==> src/uhcc_map.svh <==
`ifndef UHCC_MAP_SVH
`define UHCC_MAP_SVH

`define UHCC_CODE_RD_MODE 8'h01
`define UHCC_CODE_RD_CMD 8'h02
`define UHCC_CODE_WR_MODE 8'h81
`define UHCC_CODE_WR_CMD 8'h82

`define UHCC_BIT_WAKE_EN 10
`define UHCC_BIT_WAKE_CONN 9
`define UHCC_FS_HI 7
`define UHCC_FS_LO 6
`define UHCC_BIT_HC_RESET 0
`define UHCC_SOC_HI 17
`define UHCC_SOC_LO 16

`define UHCC_SOC_RESET 2'h0
`define UHCC_SOC_ONE 2'h1
`define UHCC_WORD_ZERO 32'h0000_0000

`define UHCC_SOF_DELAY_NS 1000000
`define UHCC_CLK_PERIOD_NS 10

`endif

==> src/uhcc_pkg.sv <==
package uhcc_pkg;
    typedef enum logic [1:0] {
        UHCC_BUS_RESET_STATE = 2'b00,
        UHCC_RESUME_STATE = 2'b01,
        UHCC_OPERATIONAL_STATE = 2'b10,
        UHCC_SUSPEND_STATE = 2'b11
    } uhcc_fstate_t;
endpackage : uhcc_pkg

==> src/uhcc_delay_timer.sv <==
`timescale 1ns/1ps
module uhcc_delay_timer #(
    parameter int unsigned CYCLES = 100000,
    parameter int unsigned CW = 17
) (
    input wire logic clk_sys,
    input wire logic rst_n,
    input wire logic start,
    input wire logic abort,
    output logic done
);
    if (CYCLES < 1 || CYCLES >= (64'd1 << CW)) begin : g_bad_cycles
        $error("uhcc_delay_timer: CYCLES does not fit CW");
    end

    logic [CW-1:0] cnt_ff;
    logic run_ff;
    wire last = run_ff && (cnt_ff == CW'(CYCLES - 1));

    always_ff @(posedge clk_sys or negedge rst_n) begin
        if (!rst_n) begin
            cnt_ff <= '0;
            run_ff <= 1'b0;
        end else begin
            if (abort || start) begin
                cnt_ff <= '0;
                run_ff <= start && !abort;
            end else if (last) begin
                run_ff <= 1'b0;
            end else if (run_ff) begin
                cnt_ff <= cnt_ff + CW'(1);
            end
        end
    end

    // Unregistered so the caller's flop lands exactly CYCLES edges after start
    assign done = last && !abort && !start;
endmodule : uhcc_delay_timer

==> src/uhcc_regs.sv <==
`timescale 1ns/1ps
`include "uhcc_map.svh"
module uhcc_regs #(
    parameter int unsigned SOF_DELAY_CYCLES = `UHCC_SOF_DELAY_NS / `UHCC_CLK_PERIOD_NS,
    parameter int unsigned SOF_CW = 17
) (
    input wire logic clk_sys,
    input wire logic rst_n,
    input wire logic cmd_valid,
    input wire logic [7:0] cmd_code,
    input wire logic [31:0] cmd_wdata,
    input wire logic resume_signal,
    input wire logic resume_seen_flag,
    input wire logic periodic_overrun,
    output logic [31:0] rd_data_ff,
    output logic rd_valid_ff,
    output logic remote_wakeup_ff,
    output logic resume_event_ff,
    output logic frame_start_flag_ff,
    output logic periodic_overrun_flag_ff,
    output logic sof_enable_ff,
    output logic root_hub_reset_ff,
    output logic port_reset_ff,
    output logic [1:0] functional_state_ff
);
    // Refuse a delay the timer cannot count
    if (SOF_DELAY_CYCLES < 1 || SOF_DELAY_CYCLES >= (64'd1 << SOF_CW)) begin : g_bad_delay
        $error("uhcc_regs: SOF_DELAY_CYCLES must be at least one and fit SOF_CW");
    end

    logic remote_wake_enable_ff;
    logic remote_wake_connected_ff;
    logic hc_reset_req_ff;
    logic [1:0] periodic_overrun_counter_ff;
    logic sof_done;

    // Decode of the command codes
    wire wr_mode = cmd_valid && (cmd_code == `UHCC_CODE_WR_MODE);
    wire wr_cmd = cmd_valid && (cmd_code == `UHCC_CODE_WR_CMD);
    wire rd_mode = cmd_valid && (cmd_code == `UHCC_CODE_RD_MODE);
    wire rd_cmd = cmd_valid && (cmd_code == `UHCC_CODE_RD_CMD);

    // Software reset runs the cycle after the request bit is seen
    wire sw_reset = hc_reset_req_ff;

    wire [1:0] wr_fs = cmd_wdata[`UHCC_FS_HI:`UHCC_FS_LO];
    wire fs_suspended = functional_state_ff == uhcc_pkg::UHCC_SUSPEND_STATE;
    // Host write wins over a resume seen in the same cycle
    wire hw_resume = fs_suspended && resume_signal && !wr_mode && !sw_reset;

    logic [1:0] nxt_functional_state;
    always_comb begin
        nxt_functional_state = functional_state_ff;
        if (sw_reset) begin
            nxt_functional_state = uhcc_pkg::UHCC_BUS_RESET_STATE;
        end else if (wr_mode) begin
            nxt_functional_state = wr_fs;
        end else if (hw_resume) begin
            nxt_functional_state = uhcc_pkg::UHCC_RESUME_STATE;
        end
    end

    wire nxt_oper = nxt_functional_state == uhcc_pkg::UHCC_OPERATIONAL_STATE;
    wire now_oper = functional_state_ff == uhcc_pkg::UHCC_OPERATIONAL_STATE;
    wire enter_oper = nxt_oper && !now_oper;
    wire leave_oper = !nxt_oper;

    // Only one frame-start delay; leaving operational abandons it
    uhcc_delay_timer #(
        .CYCLES(SOF_DELAY_CYCLES),
        .CW(SOF_CW)
    ) u_sof_delay (
        .clk_sys(clk_sys),
        .rst_n(rst_n),
        .start(enter_oper),
        .abort(leave_oper),
        .done(sof_done)
    );

    // Read mux, reserved bits as zero
    wire [31:0] mode_word = {21'h0, remote_wake_enable_ff, remote_wake_connected_ff, 1'b0,
        functional_state_ff, 6'h0};
    wire [31:0] cmd_word = {14'h0, periodic_overrun_counter_ff, 15'h0,
        hc_reset_req_ff};
    wire [31:0] nxt_rd_data = rd_mode ? mode_word :
        (rd_cmd ? cmd_word : `UHCC_WORD_ZERO);

    // One answer cycle per read code
    wire nxt_rd_valid = rd_mode || rd_cmd;

    always_ff @(posedge clk_sys or negedge rst_n) begin
        if (!rst_n) begin
            rd_valid_ff <= 1'b0;
        end else begin
            rd_valid_ff <= nxt_rd_valid;
        end
    end

    // Data idles at zero so a stale word never looks like an answer
    always_ff @(posedge clk_sys or negedge rst_n) begin
        if (!rst_n) begin
            rd_data_ff <= `UHCC_WORD_ZERO;
        end else begin
            rd_data_ff <= nxt_rd_data;
        end
    end

    always_ff @(posedge clk_sys or negedge rst_n) begin
        if (!rst_n) begin
            functional_state_ff <= uhcc_pkg::UHCC_BUS_RESET_STATE;
        end else begin
            functional_state_ff <= nxt_functional_state;
        end
    end

    // Only a hardware reset or a mode write clears it; software reset leaves it alone
    always_ff @(posedge clk_sys or negedge rst_n) begin
        if (!rst_n) begin
            remote_wake_connected_ff <= 1'b0;
        end else if (wr_mode) begin
            // Firmware is expected to set this during self test
            remote_wake_connected_ff <= cmd_wdata[`UHCC_BIT_WAKE_CONN];
        end
    end

    // Host write wins over a software reset in the same cycle
    always_ff @(posedge clk_sys or negedge rst_n) begin
        if (!rst_n) begin
            remote_wake_enable_ff <= 1'b0;
        end else if (wr_mode) begin
            remote_wake_enable_ff <= cmd_wdata[`UHCC_BIT_WAKE_EN];
        end else if (sw_reset) begin
            remote_wake_enable_ff <= 1'b0;
        end
    end

    // Write-to-set; a new request wins over the completion clear
    always_ff @(posedge clk_sys or negedge rst_n) begin
        if (!rst_n) begin
            hc_reset_req_ff <= 1'b0;
        end else if (wr_cmd && cmd_wdata[`UHCC_BIT_HC_RESET]) begin
            hc_reset_req_ff <= 1'b1;
        end else if (sw_reset) begin
            hc_reset_req_ff <= 1'b0;
        end
    end

    always_ff @(posedge clk_sys or negedge rst_n) begin
        if (!rst_n) begin
            periodic_overrun_flag_ff <= 1'b0;
        end else begin
            periodic_overrun_flag_ff <= periodic_overrun;
        end
    end

    // Counter is read-only to the host; writes of its bits are ignored
    // Increment wins over a software reset so no overrun is lost
    always_ff @(posedge clk_sys or negedge rst_n) begin
        if (!rst_n) begin
            periodic_overrun_counter_ff <= `UHCC_SOC_RESET;
        end else if (periodic_overrun) begin
            periodic_overrun_counter_ff <= periodic_overrun_counter_ff + `UHCC_SOC_ONE;
        end else if (sw_reset) begin
            periodic_overrun_counter_ff <= `UHCC_SOC_RESET;
        end
    end

    // Wake output, one cycle behind the flag
    always_ff @(posedge clk_sys or negedge rst_n) begin
        if (!rst_n) begin
            remote_wakeup_ff <= 1'b0;
        end else begin
            remote_wakeup_ff <= remote_wake_enable_ff && resume_seen_flag;
        end
    end

    // The resume event itself never looks at the enable
    always_ff @(posedge clk_sys or negedge rst_n) begin
        if (!rst_n) begin
            resume_event_ff <= 1'b0;
        end else begin
            resume_event_ff <= hw_resume;
        end
    end

    // Timer done is already masked by a leave in the same cycle
    always_ff @(posedge clk_sys or negedge rst_n) begin
        if (!rst_n) begin
            frame_start_flag_ff <= 1'b0;
        end else begin
            frame_start_flag_ff <= sof_done;
        end
    end

    always_ff @(posedge clk_sys or negedge rst_n) begin
        if (!rst_n) begin
            sof_enable_ff <= 1'b0;
        end else if (leave_oper) begin
            sof_enable_ff <= 1'b0;
        end else if (sof_done) begin
            sof_enable_ff <= 1'b1;
        end
    end

    // Software reset leaves root hub and ports alone
    always_ff @(posedge clk_sys or negedge rst_n) begin
        if (!rst_n) begin
            root_hub_reset_ff <= 1'b1;
        end else begin
            root_hub_reset_ff <= 1'b0;
        end
    end

    // Port reset signalling lasts until the host picks a working state
    always_ff @(posedge clk_sys or negedge rst_n) begin
        if (!rst_n) begin
            port_reset_ff <= 1'b1;
        end else if (wr_mode && wr_fs != uhcc_pkg::UHCC_BUS_RESET_STATE) begin
            port_reset_ff <= 1'b0;
        end
    end
endmodule : uhcc_regs

==> config.mk <==
export PLATFORM = sky130hd
export DESIGN_NAME = uhcc_regs
export DESIGN_NICKNAME = d
export VERILOG_FILES = /design/src/uhcc_pkg.sv /design/src/uhcc_delay_timer.sv /design/src/uhcc_regs.sv
export VERILOG_INCLUDE_DIRS = /design/src /design/src/src
export SDC_FILE = /design/constraint.sdc
export NUM_CORES = 1
export LEC_CHECK = 0
export ABC_AREA = 0
export BUFFER_PORTS_ARGS = -buffer_cell sky130_fd_sc_hd__buf_2
export CAP_MARGIN = 40
export CELL_PAD_IN_SITES_DETAIL_PLACEMENT = 0
export CELL_PAD_IN_SITES_GLOBAL_PLACEMENT = 1
export CORE_MARGIN = 1
export CORE_UTILIZATION = 39
export CTS_BUF_LIST = sky130_fd_sc_hd__clkbuf_8
export CTS_CLUSTER_DIAMETER = 80
export CTS_CLUSTER_SIZE = 8
export DETAILED_ROUTE_END_ITERATION = 10
export GPL_ROUTABILITY_DRIVEN = 0
export HOLD_SLACK_MARGIN = 0.06
export PLACE_DENSITY = 0.86
export SLEW_MARGIN = 20
export SYNTH_ARGS = -nofsm -noshare
export SYNTH_HDL_FRONTEND = slang
export SYNTH_SLANG_ARGS = --single-unit
==> constraint.sdc <==
create_clock -name clk_sys -period 4.4 [get_ports clk_sys]
set_input_delay 1.1 -clock clk_sys [delete_from_list [all_inputs] [get_ports clk_sys]]
set_output_delay 1.1 -clock clk_sys [all_outputs]
set_load 0.05 [all_outputs]
== Word-level counts from Yosys, hierarchy flattened ==
Index checks and enable logic that the tools add are counted.

* Add/sub/neg operators: 2
* Eq/ne operators: 10
* Multiplexer cells: 17
* Reduce and logical (&&, ||, !) cells: 28

{| class="wikitable"
|+ Operators by type and width
! kind !! number
|-
| 2-to-1 mux 17 bit || 3
|-
| 2-to-1 mux 18 bit || 2
|-
| adder 17 x 1 -> 17 bit, second input constant || 1
|-
| == test 17 bit, second input constant || 1
|-
| == test 8 bit, second input constant || 2
|-
| logical AND 1 bit || 15
|-
| 2-to-1 mux 2 bit || 5
|-
| nonzero test 2 bit || 5
|-
| == test 8 x 1 -> 1 bit, second input constant || 1
|-
| == test 8 x 2 -> 1 bit, second input constant || 1
|-
| 2-to-1 mux 1 bit || 7
|-
| == test 2 bit, second input constant || 3
|-
| logical NOT 1 bit || 5
|-
| != test 2 bit, second input constant || 2
|-
| adder 2 x 1 -> 2 bit, second input constant || 1
|-
| logical OR 1 bit || 2
|-
| AND reduction 2 bit || 1
|}

* Flip-flop bits (word level): 51
* Word-level logic and storage cells: 73

== Longest topological paths before layout ==
Gate-level depths: netlist of the first run.

* Word-level depth: 14
* Gate-level depth with buffers: 6
* Gate-level depth less buffers: 6

== Hierarchy ==
From an unflattened synthesis of the first run, not the netlist that was laid out.

* Cell total of the unflattened synthesis: 204
* Area, all modules: 2120.8 um^2

{| class="wikitable"
|+ Modules (own cells, without submodules)
! module !! times used !! cells each !! area each (um^2) !! seq. area each (um^2)
|-
| uhcc_delay_timer || 1 || 113 || 1062.3 || 450.4
|-
| uhcc_regs || 1 || 91 || 1058.5 || 553.0
|}

== Worst setup path after synthesis of the first run ==
Ideal clock, no wire load.

* Kind: input-to-reg
* Start point: input cmd_code[1]
* End point: register u_sof_delay.cnt_ff[15]
* Library setup time: 125 ps
* Arrival time: 2530 ps
* Path slack: 1745 ps
* Cell stages on the path: 6
* Buffers on the path: 1
* Cells stage by stage: or4b_4 a2111oi_4 or3_1 buf_6 nor2_1 mux2_2

* Longest elaborated chain between the ends: 13

{| class="wikitable"
|+ RTL lines
! what !! RTL line !! RTL
|-
| start, declared || uhcc_regs.sv:10 || <nowiki>input wire logic [7:0] cmd_code,</nowiki>
|-
| == test 8 bit (no source line) (*) || n/a ||
|-
| logical AND 1 bit (*) || uhcc_regs.sv:38 || <nowiki>wire wr_mode = cmd_valid && (cmd_code == `UHCC_CODE_WR_MODE);</nowiki>
|-
| logical NOT 1 bit || uhcc_regs.sv:49 || <nowiki>wire hw_resume = fs_suspended && resume_signal && !wr_mode && !sw_reset;</nowiki>
|-
| logical AND 1 bit (2 in series) || uhcc_regs.sv:49 ||
|-
| 2-to-1 mux 2 bit || uhcc_regs.sv:58 || <nowiki>end else if (hw_resume) begin</nowiki>
|-
| 2-to-1 mux 2 bit (*) || uhcc_regs.sv:56 || <nowiki>end else if (wr_mode) begin</nowiki>
|-
| 2-to-1 mux 2 bit (*) || uhcc_regs.sv:54 || <nowiki>if (sw_reset) begin</nowiki>
|-
| == test 2 bit (*) || uhcc_regs.sv:63 || <nowiki>wire nxt_oper = nxt_functional_state == uhcc_pkg::UHCC_OPERATIONAL_STATE;</nowiki>
|-
| logical NOT 1 bit or logical AND 1 bit (tied branches) || uhcc_regs.sv:66, uhcc_regs.sv:65 ||
|-
| logical OR 1 bit (*) || uhcc_delay_timer.sv:25 || <nowiki>if (abort || start) begin</nowiki>
|-
| != test 2 bit (no source line) or nonzero test 2 bit (tied branches) || n/a ||
|-
| AND reduction 2 bit (no source line) || n/a ||
|-
| end signal, assigned || uhcc_delay_timer.sv:31 || <nowiki>cnt_ff <= cnt_ff + CW'(1);</nowiki>
|-
| end, declared || uhcc_delay_timer.sv:16 || <nowiki>logic [CW-1:0] cnt_ff;</nowiki>
|}

Every way passes the cells marked *; elsewhere a longest branch is shown, timed or not.
A chain may end at the register's enable or synchronous reset.

== Worst setup path in the final report of the first run ==
Ends and elaborated chain as after synthesis.

==> results of run 1 <==
## Yosys cell counts (2+ instances only)
master,instances,area (um2)
a211oi_1,2,15.0
a21oi_1,8,40.0
and2_1,9,56.3
and3_1,4,25.0
buf_2,2,10.0
buf_4,25,188
dfrtp_1,38,951
dfstp_2,2,52.6
inv_1,5,18.8
mux2_2,2,22.5
nand2_1,16,60.1
nand3_1,7,35.0
nand3b_1,2,15.0
nor2_1,21,78.8
nor3_1,6,30.0
nor4_1,2,12.5
o21a_1,3,22.5
o21ai_0,2,10.0
or2_2,2,12.5
or3_1,6,37.5
or4_1,2,15.0
or4b_4,2,27.5
xnor2_1,7,61.3
xor2_1,5,43.8
## path summary, 6_finish.rpt
check	slack, ns	startpoint	to
setup reg to reg	2.31	u_sof_delay.cnt_ff[8]	u_sof_delay.cnt_ff[1]
min in group asynchronous	0.69	rst_n	rd_data_ff[17]
setup / recovery	1.68	cmd_code[1]	u_sof_delay.cnt_ff[15]
hold reg to reg	0.46	port_reset_ff	port_reset_ff
hold / removal	0.46	port_reset_ff	port_reset_ff
max in group asynchronous	3.20	rst_n	port_reset_ff
## flip-flops by register name, summed over array words and instances, names as in the netlist
name and count:
root_hub_reset_ff 1, rd_valid_ff 1, resume_event_ff 1, periodic_overrun_counter_ff 2, periodic_overrun_flag_ff 1, functional_state_ff 2, frame_start_flag_ff 1, u_sof_delay.cnt_ff 17
hc_reset_req_ff 1, port_reset_ff 1, remote_wake_connected_ff 1, rd_data_ff 7, remote_wake_enable_ff 1, sof_enable_ff 1, u_sof_delay.run_ff 1, remote_wakeup_ff 1
## worst max-delay path, stage by stage
cell and delay [ns]:
buf_2 0.12, or4b_4 0.57, a2111oi_4 0.36, or3_1 0.40, nor2_1 0.07, mux2_2 0.27
## area by class of cell
| type | count | area (um2) |
|---|---|---|
| clock inverters | 3 | 63.8 |
| well taps | 67 | 83.8 |
| fillers | 474 | 2540 |
| multi-input cells | 148 | 871 |
| inverters | 5 | 18.8 |
| clock buffers | 5 | 68.8 |
| repair buffers | 37 | 203 |
| flip-flops and latches | 40 | 1000 |
## where the power goes
part,internal [uW],switching [uW],total [uW]
Combinational,19.4,75.7,95.0
Sequential,375,6.16,381
Clock,224,125,349
## cell families (layout without fill, tap and decap cells)
family | count (synthesis) | after routing | share of synthesized area (%)
simple gates | 87 | 87 | 24.1
flops | 40 | 40 | 50.0
buf+inv | 33 | 50 | 11.3
compound gates | 19 | 19 | 6.92
xor+xnor | 12 | 12 | 5.23
mux | 3 | 3 | 1.62
fa+ha+maj | 1 | 1 | 0.623
other cells | 1 | 26 | 0.187
## metal layers
layer | vias up | track usage, % | part of all wire [%]
met3 | 5 | 4.25 | 3.9
met2 | 36 | 24.3 | 49
met5 | - | 0 | 0
met1 | 679 | 18.2 | 46
met4 | 0 | 4.70 | 1.2
li1 | 696 | - | -
## layout by cell type (no fill, tap or decap), types with 2 or more instances in the layout
cell / instances
dfrtp_1: 38
buf_2: 35
conb_1: 26
nor2_1: 21
nand2_1: 16
and2_1: 9
a21oi_1: 8
nand3_1: 7
xnor2_1: 7
inv_1: 6
or3_1: 6
nor3_1: 6
xor2_1: 5
clkbuf_8: 5
and3_1: 4
o21a_1: 3
or4b_4: 2
or2_2: 2
or4_1: 2
nand3b_1: 2
nor4_1: 2
a211oi_1: 2
mux2_2: 2
o21ai_0: 2
bufinv_16: 2
dfstp_2: 2
## per-stage QoR
step                      total power, uW  instances  util, %  instance area (um2)  setup WS, ns
after global placement                480        296     44.5                 2160          1.37
after CTS                             834        305     47.7                 2310          1.67
after detailed placement              484        297     45.0                 2180          1.35
final                                 825        305     47.7                 2310          1.68
after global routing                  860        305     47.7                 2310          1.59
after floorplan                       476        221        -                 2100          1.75
==> metrics.yaml, run 1 <==
status:
  status: "completed"
route:
  drc_errors: 0
  routed_wl_um: 3520
  ant_nets: 0
  wl_per_cell_um: 11.5
  dr.pass1.iters: 4
  via_per_inst: 4.64
  drtIter0Drc: 65
  vias: 1416
critical_path:
  arrival_ns: 2.90
  ff2ff_path_depth: 5
  required_ns: 4.58
  critPathKind: "in -> reg"
  crit_path_max_fanout: 12
  startpoint_type: "primary input"
  cp-end-kind: "flip-flop"
sta:
  setup_tns_ns: 0
  setup_viol: 0
  tightest_slew_ns: 0.519
  finalHoldViolations: 0
  rsz0062_at_grt: "no"
  relSlewSlack_pct: 65.1
  fin_skew_ns: 0.00646
  layout_worst_path_cycle_share_pct: 61.9
  fmax_mhz: 367
  maxSlewViolCount: 0
  fin_hold_ws_ns: 0.458
  fin_crit_ns: 2.72
floorplan:
  core_area_mm2: 0.00485
  start_util_pct: 41.4
  num_rows: 25
  pin_count: 88
  die_x_um: 73.8
  die_height_um: 73.8
  die_area_mm2: 0.00544
clock_network:
  cts_max_level: 2
  ctsHoldBuffers: 0
  cts_setup_buffers: 0
  clk_latency_ns: 0.29
  cts_tree: "built"
  root_buffer: "clkbuf_8"
  clkSlewWorstSetupHoldPaths_ns: 0.08
  cts_resized: 0
  clock-sinks: 40
  clock_path_buffers: 2
  cts_buffers: 5
synth:
  synth_edf_count: 0
  synthArstFlopShare_pct: 100
  seq_area_frac_synth_pct: 50.0
  syn-mean-instance-area_um2: 10.2
  synth.distinct_cells: 40
  syn_inst: 196
  ys_warn_count: 0
  yosys_most_used_dff: "dfrtp_1"
  ys_seq_elements: 40
  syn_area_mm2: 0.00201
power_and_ir_drop:
  ir_drop_v: 0.000148
  powerDensity_mw_per_mm2: 357
  p_leak_uw: 0.00108
place:
  numPortBuffers: 35
  place_hpwl_um: 2700
min_path:
  hold-path-cell-count: 1
  hp-class: "reg -> reg"
global_routing:
  grt_overflow: 0
  grt_max_degree: 30
  grtUsageTotal_pct: 14.6
  grt_pass1_vias: 1337
  grt_pass1_wl_um: 5980
  antenna_found_initial: 0
final_layout:
  antenna_cells: 0
  finalNetCount: 284
  drive_gt1_share_pct: 22.7
  synthToLayoutAreaGrowth_pct: 15.1
run:
  maxCapViolCount: 0
Note: power is estimated with default switching activity, not from simulation.
==> run 2: changes to the inputs <==
Settings changed: CORE_UTILIZATION 39 to 36, PLACE_DENSITY 0.86 to 0.8.
Clock period 4.4 ns to 2.7 ns, I/O delays scaled along.
==> run 2 against run 1 <==
Against the previous run: sequential share of layout area stayed put; sequential cell count stayed put; highest routed layer unchanged; sequential power is 63% higher; largest power group unchanged; register-to-register slack worse by 1.7 ns; non-clock buffer count is 1 higher; clock skew is 0.0019 ns higher; routed wire length is 0.80% lower; cell count is 1.3% higher.
==> metrics.yaml, run 2 (synthesized netlist as in run 1, its figures left out) <==
final_layout:
  layout_commonest_cell: "dfrtp_1"
  synthToLayoutAreaGrowth_pct: 15.1
  finalNetCount: 285
  antenna_cells: 0
  largest_reg_flops: 17
  layout_common_cells: "38 x dfrtp_1, 35 x buf_2, 26 x conb_1"
  regMostFlops: "u_sof_delay.cnt_ff"
  top_regs: "u_sof_delay.cnt_ff: 17 flops, rd_data_ff: 7 flops"
  drive_gt1_share_pct: 23.4
sta:
  relSlewSlack_pct: 61.9
  worst_slack_ns: 0.585
  setup_tns_ns: 0
  tightest_slew_ns: 0.567
  rsz0062_at_grt: "no"
  maxSlewViolCount: 0
  fmax_mhz: 473
  finalHoldViolations: 0
  layout_worst_path_cycle_share_pct: 78.3
  fin_crit_ns: 2.12
  fin_skew_ns: 0.00835
  setup_viol: 0
clock_network:
  cts_max_level: 2
  clock_path_buffers: 2
  clock-sinks: 40
  cts_setup_buffers: 0
  clkSlewWorstSetupHoldPaths_ns: 0.08
  clk_latency_ns: 0.29
  cts_tree: "built"
  root_buffer: "clkbuf_8"
  ctsHoldBuffers: 0
  cts_resized: 0
  cts_buffers: 5
floorplan:
  core_area_mm2: 0.00524
  die_area_mm2: 0.00588
  num_rows: 26
  start_util_pct: 38.3
  die_x_um: 76.7
  pin_count: 88
  die_height_um: 76.7
route:
  vias: 1397
  drtIter0Drc: 76
  ant_nets: 0
  wl_per_cell_um: 11.3
  drc_errors: 0
  via_per_inst: 4.52
  routed_wl_um: 3490
  dr.pass1.iters: 4
critical_path:
  crit_chain: "or4_1 > nor4_4 > a21boi_0 > mux2i_1 > nor2_1"
  arrival_ns: 2.31
  crit_path_max_fanout: 10
  required_ns: 2.89
  cpPeakStageDelay_ns: 0.56
  startpoint_type: "flip-flop"
  cp-end-kind: "flip-flop"
  cp_slowest_cell: "or4_1"
  critPathKind: "reg -> reg"
global_routing:
  grt_pass1_vias: 1315
  antenna_found_initial: 0
  grtUsageTotal_pct: 13.4
  grt_pass1_wl_um: 6090
  grt_overflow: 0
  grt_max_degree: 32
power_and_ir_drop:
  powerDensity_mw_per_mm2: 560
  p_leak_uw: 0.00107
  power_uw: 1290
  ir_drop_v: 0.000321
place:
  place_hpwl_um: 2580
  numPortBuffers: 35
  dp_worst_setup_slack_ns: 0.307
status:
  status: "completed"
run:
  maxCapViolCount: 0
min_path:
  hp-class: "in -> async"
[run 2: changes by cell type in the layout (fill, tap and decap cells not counted), sizes merged]
cell    change
inv         -1
clkbuf      +1
buf         +1
clkinv      +1
bufinv      -1
[run 2: metrics by stage]
stage	instances	area (um2)	hold WS, ns	util, %
floorplan	221	2100	0.379	-
global placement	300	2170	0.446	41.4
detailed placement	301	2190	0.451	41.8
CTS	309	2310	0.237	44.1
global route	309	2310	0.241	44.1
finish	309	2310	0.239	44.1
[run 2: worst max-delay path: cells and delay by family, from the launching register on]
kind / cells / cell delay [ns]
flip-flops: 1 / 0.42
multiplexers: 1 / 0.21
AND/OR/NAND/NOR: 3 / 1.06
AO/OA/AOI/OAI: 1 / 0.33
[run 2: report_power, final]
| group | internal (uW) | switching [uW] |
|---|---|---|
| combinational | 32.4 | 124 |
| clock | 302 | 215 |
| sequential | 611 | 9.78 |
[run 2: worst paths after layout]
check | from | cells after the start | end | slack, ns
max in group asynchronous | rst_n | 2 | port_reset_ff | 1.95
worst min-delay path | rst_n | 1 | u_sof_delay.cnt_ff[9] | 0.24
worst max-delay path | u_sof_delay.cnt_ff[5] | 5 | u_sof_delay.cnt_ff[1] | 0.58
worst min register to register | port_reset_ff | 1 | port_reset_ff | 0.46
min in group clk_sys | port_reset_ff | 1 | port_reset_ff | 0.46
worst max register to register | u_sof_delay.cnt_ff[5] | 5 | u_sof_delay.cnt_ff[1] | 0.58
[run 2: layout make-up]
cell class                      count  area [um2]
Fill cell                         524        2930
Timing Repair Buffer               38         210
Multi-Input combinational cell    148         871
Sequential cell                    40        1000
Clock inverter                      2        38.8
Clock buffer                        6        82.6
Tap cell                           70        87.6
Inverter                            5        18.8
[run 2: metal layers]
metal  global-route usage [%]  vias up  part of all wire [%]
met5                        0        -                     0
met3                     4.52        8                   7.0
li1                         -      699                     -
met2                     19.0       48                    43
met4                     6.92        0                   2.1
met1                     18.0      642                    48
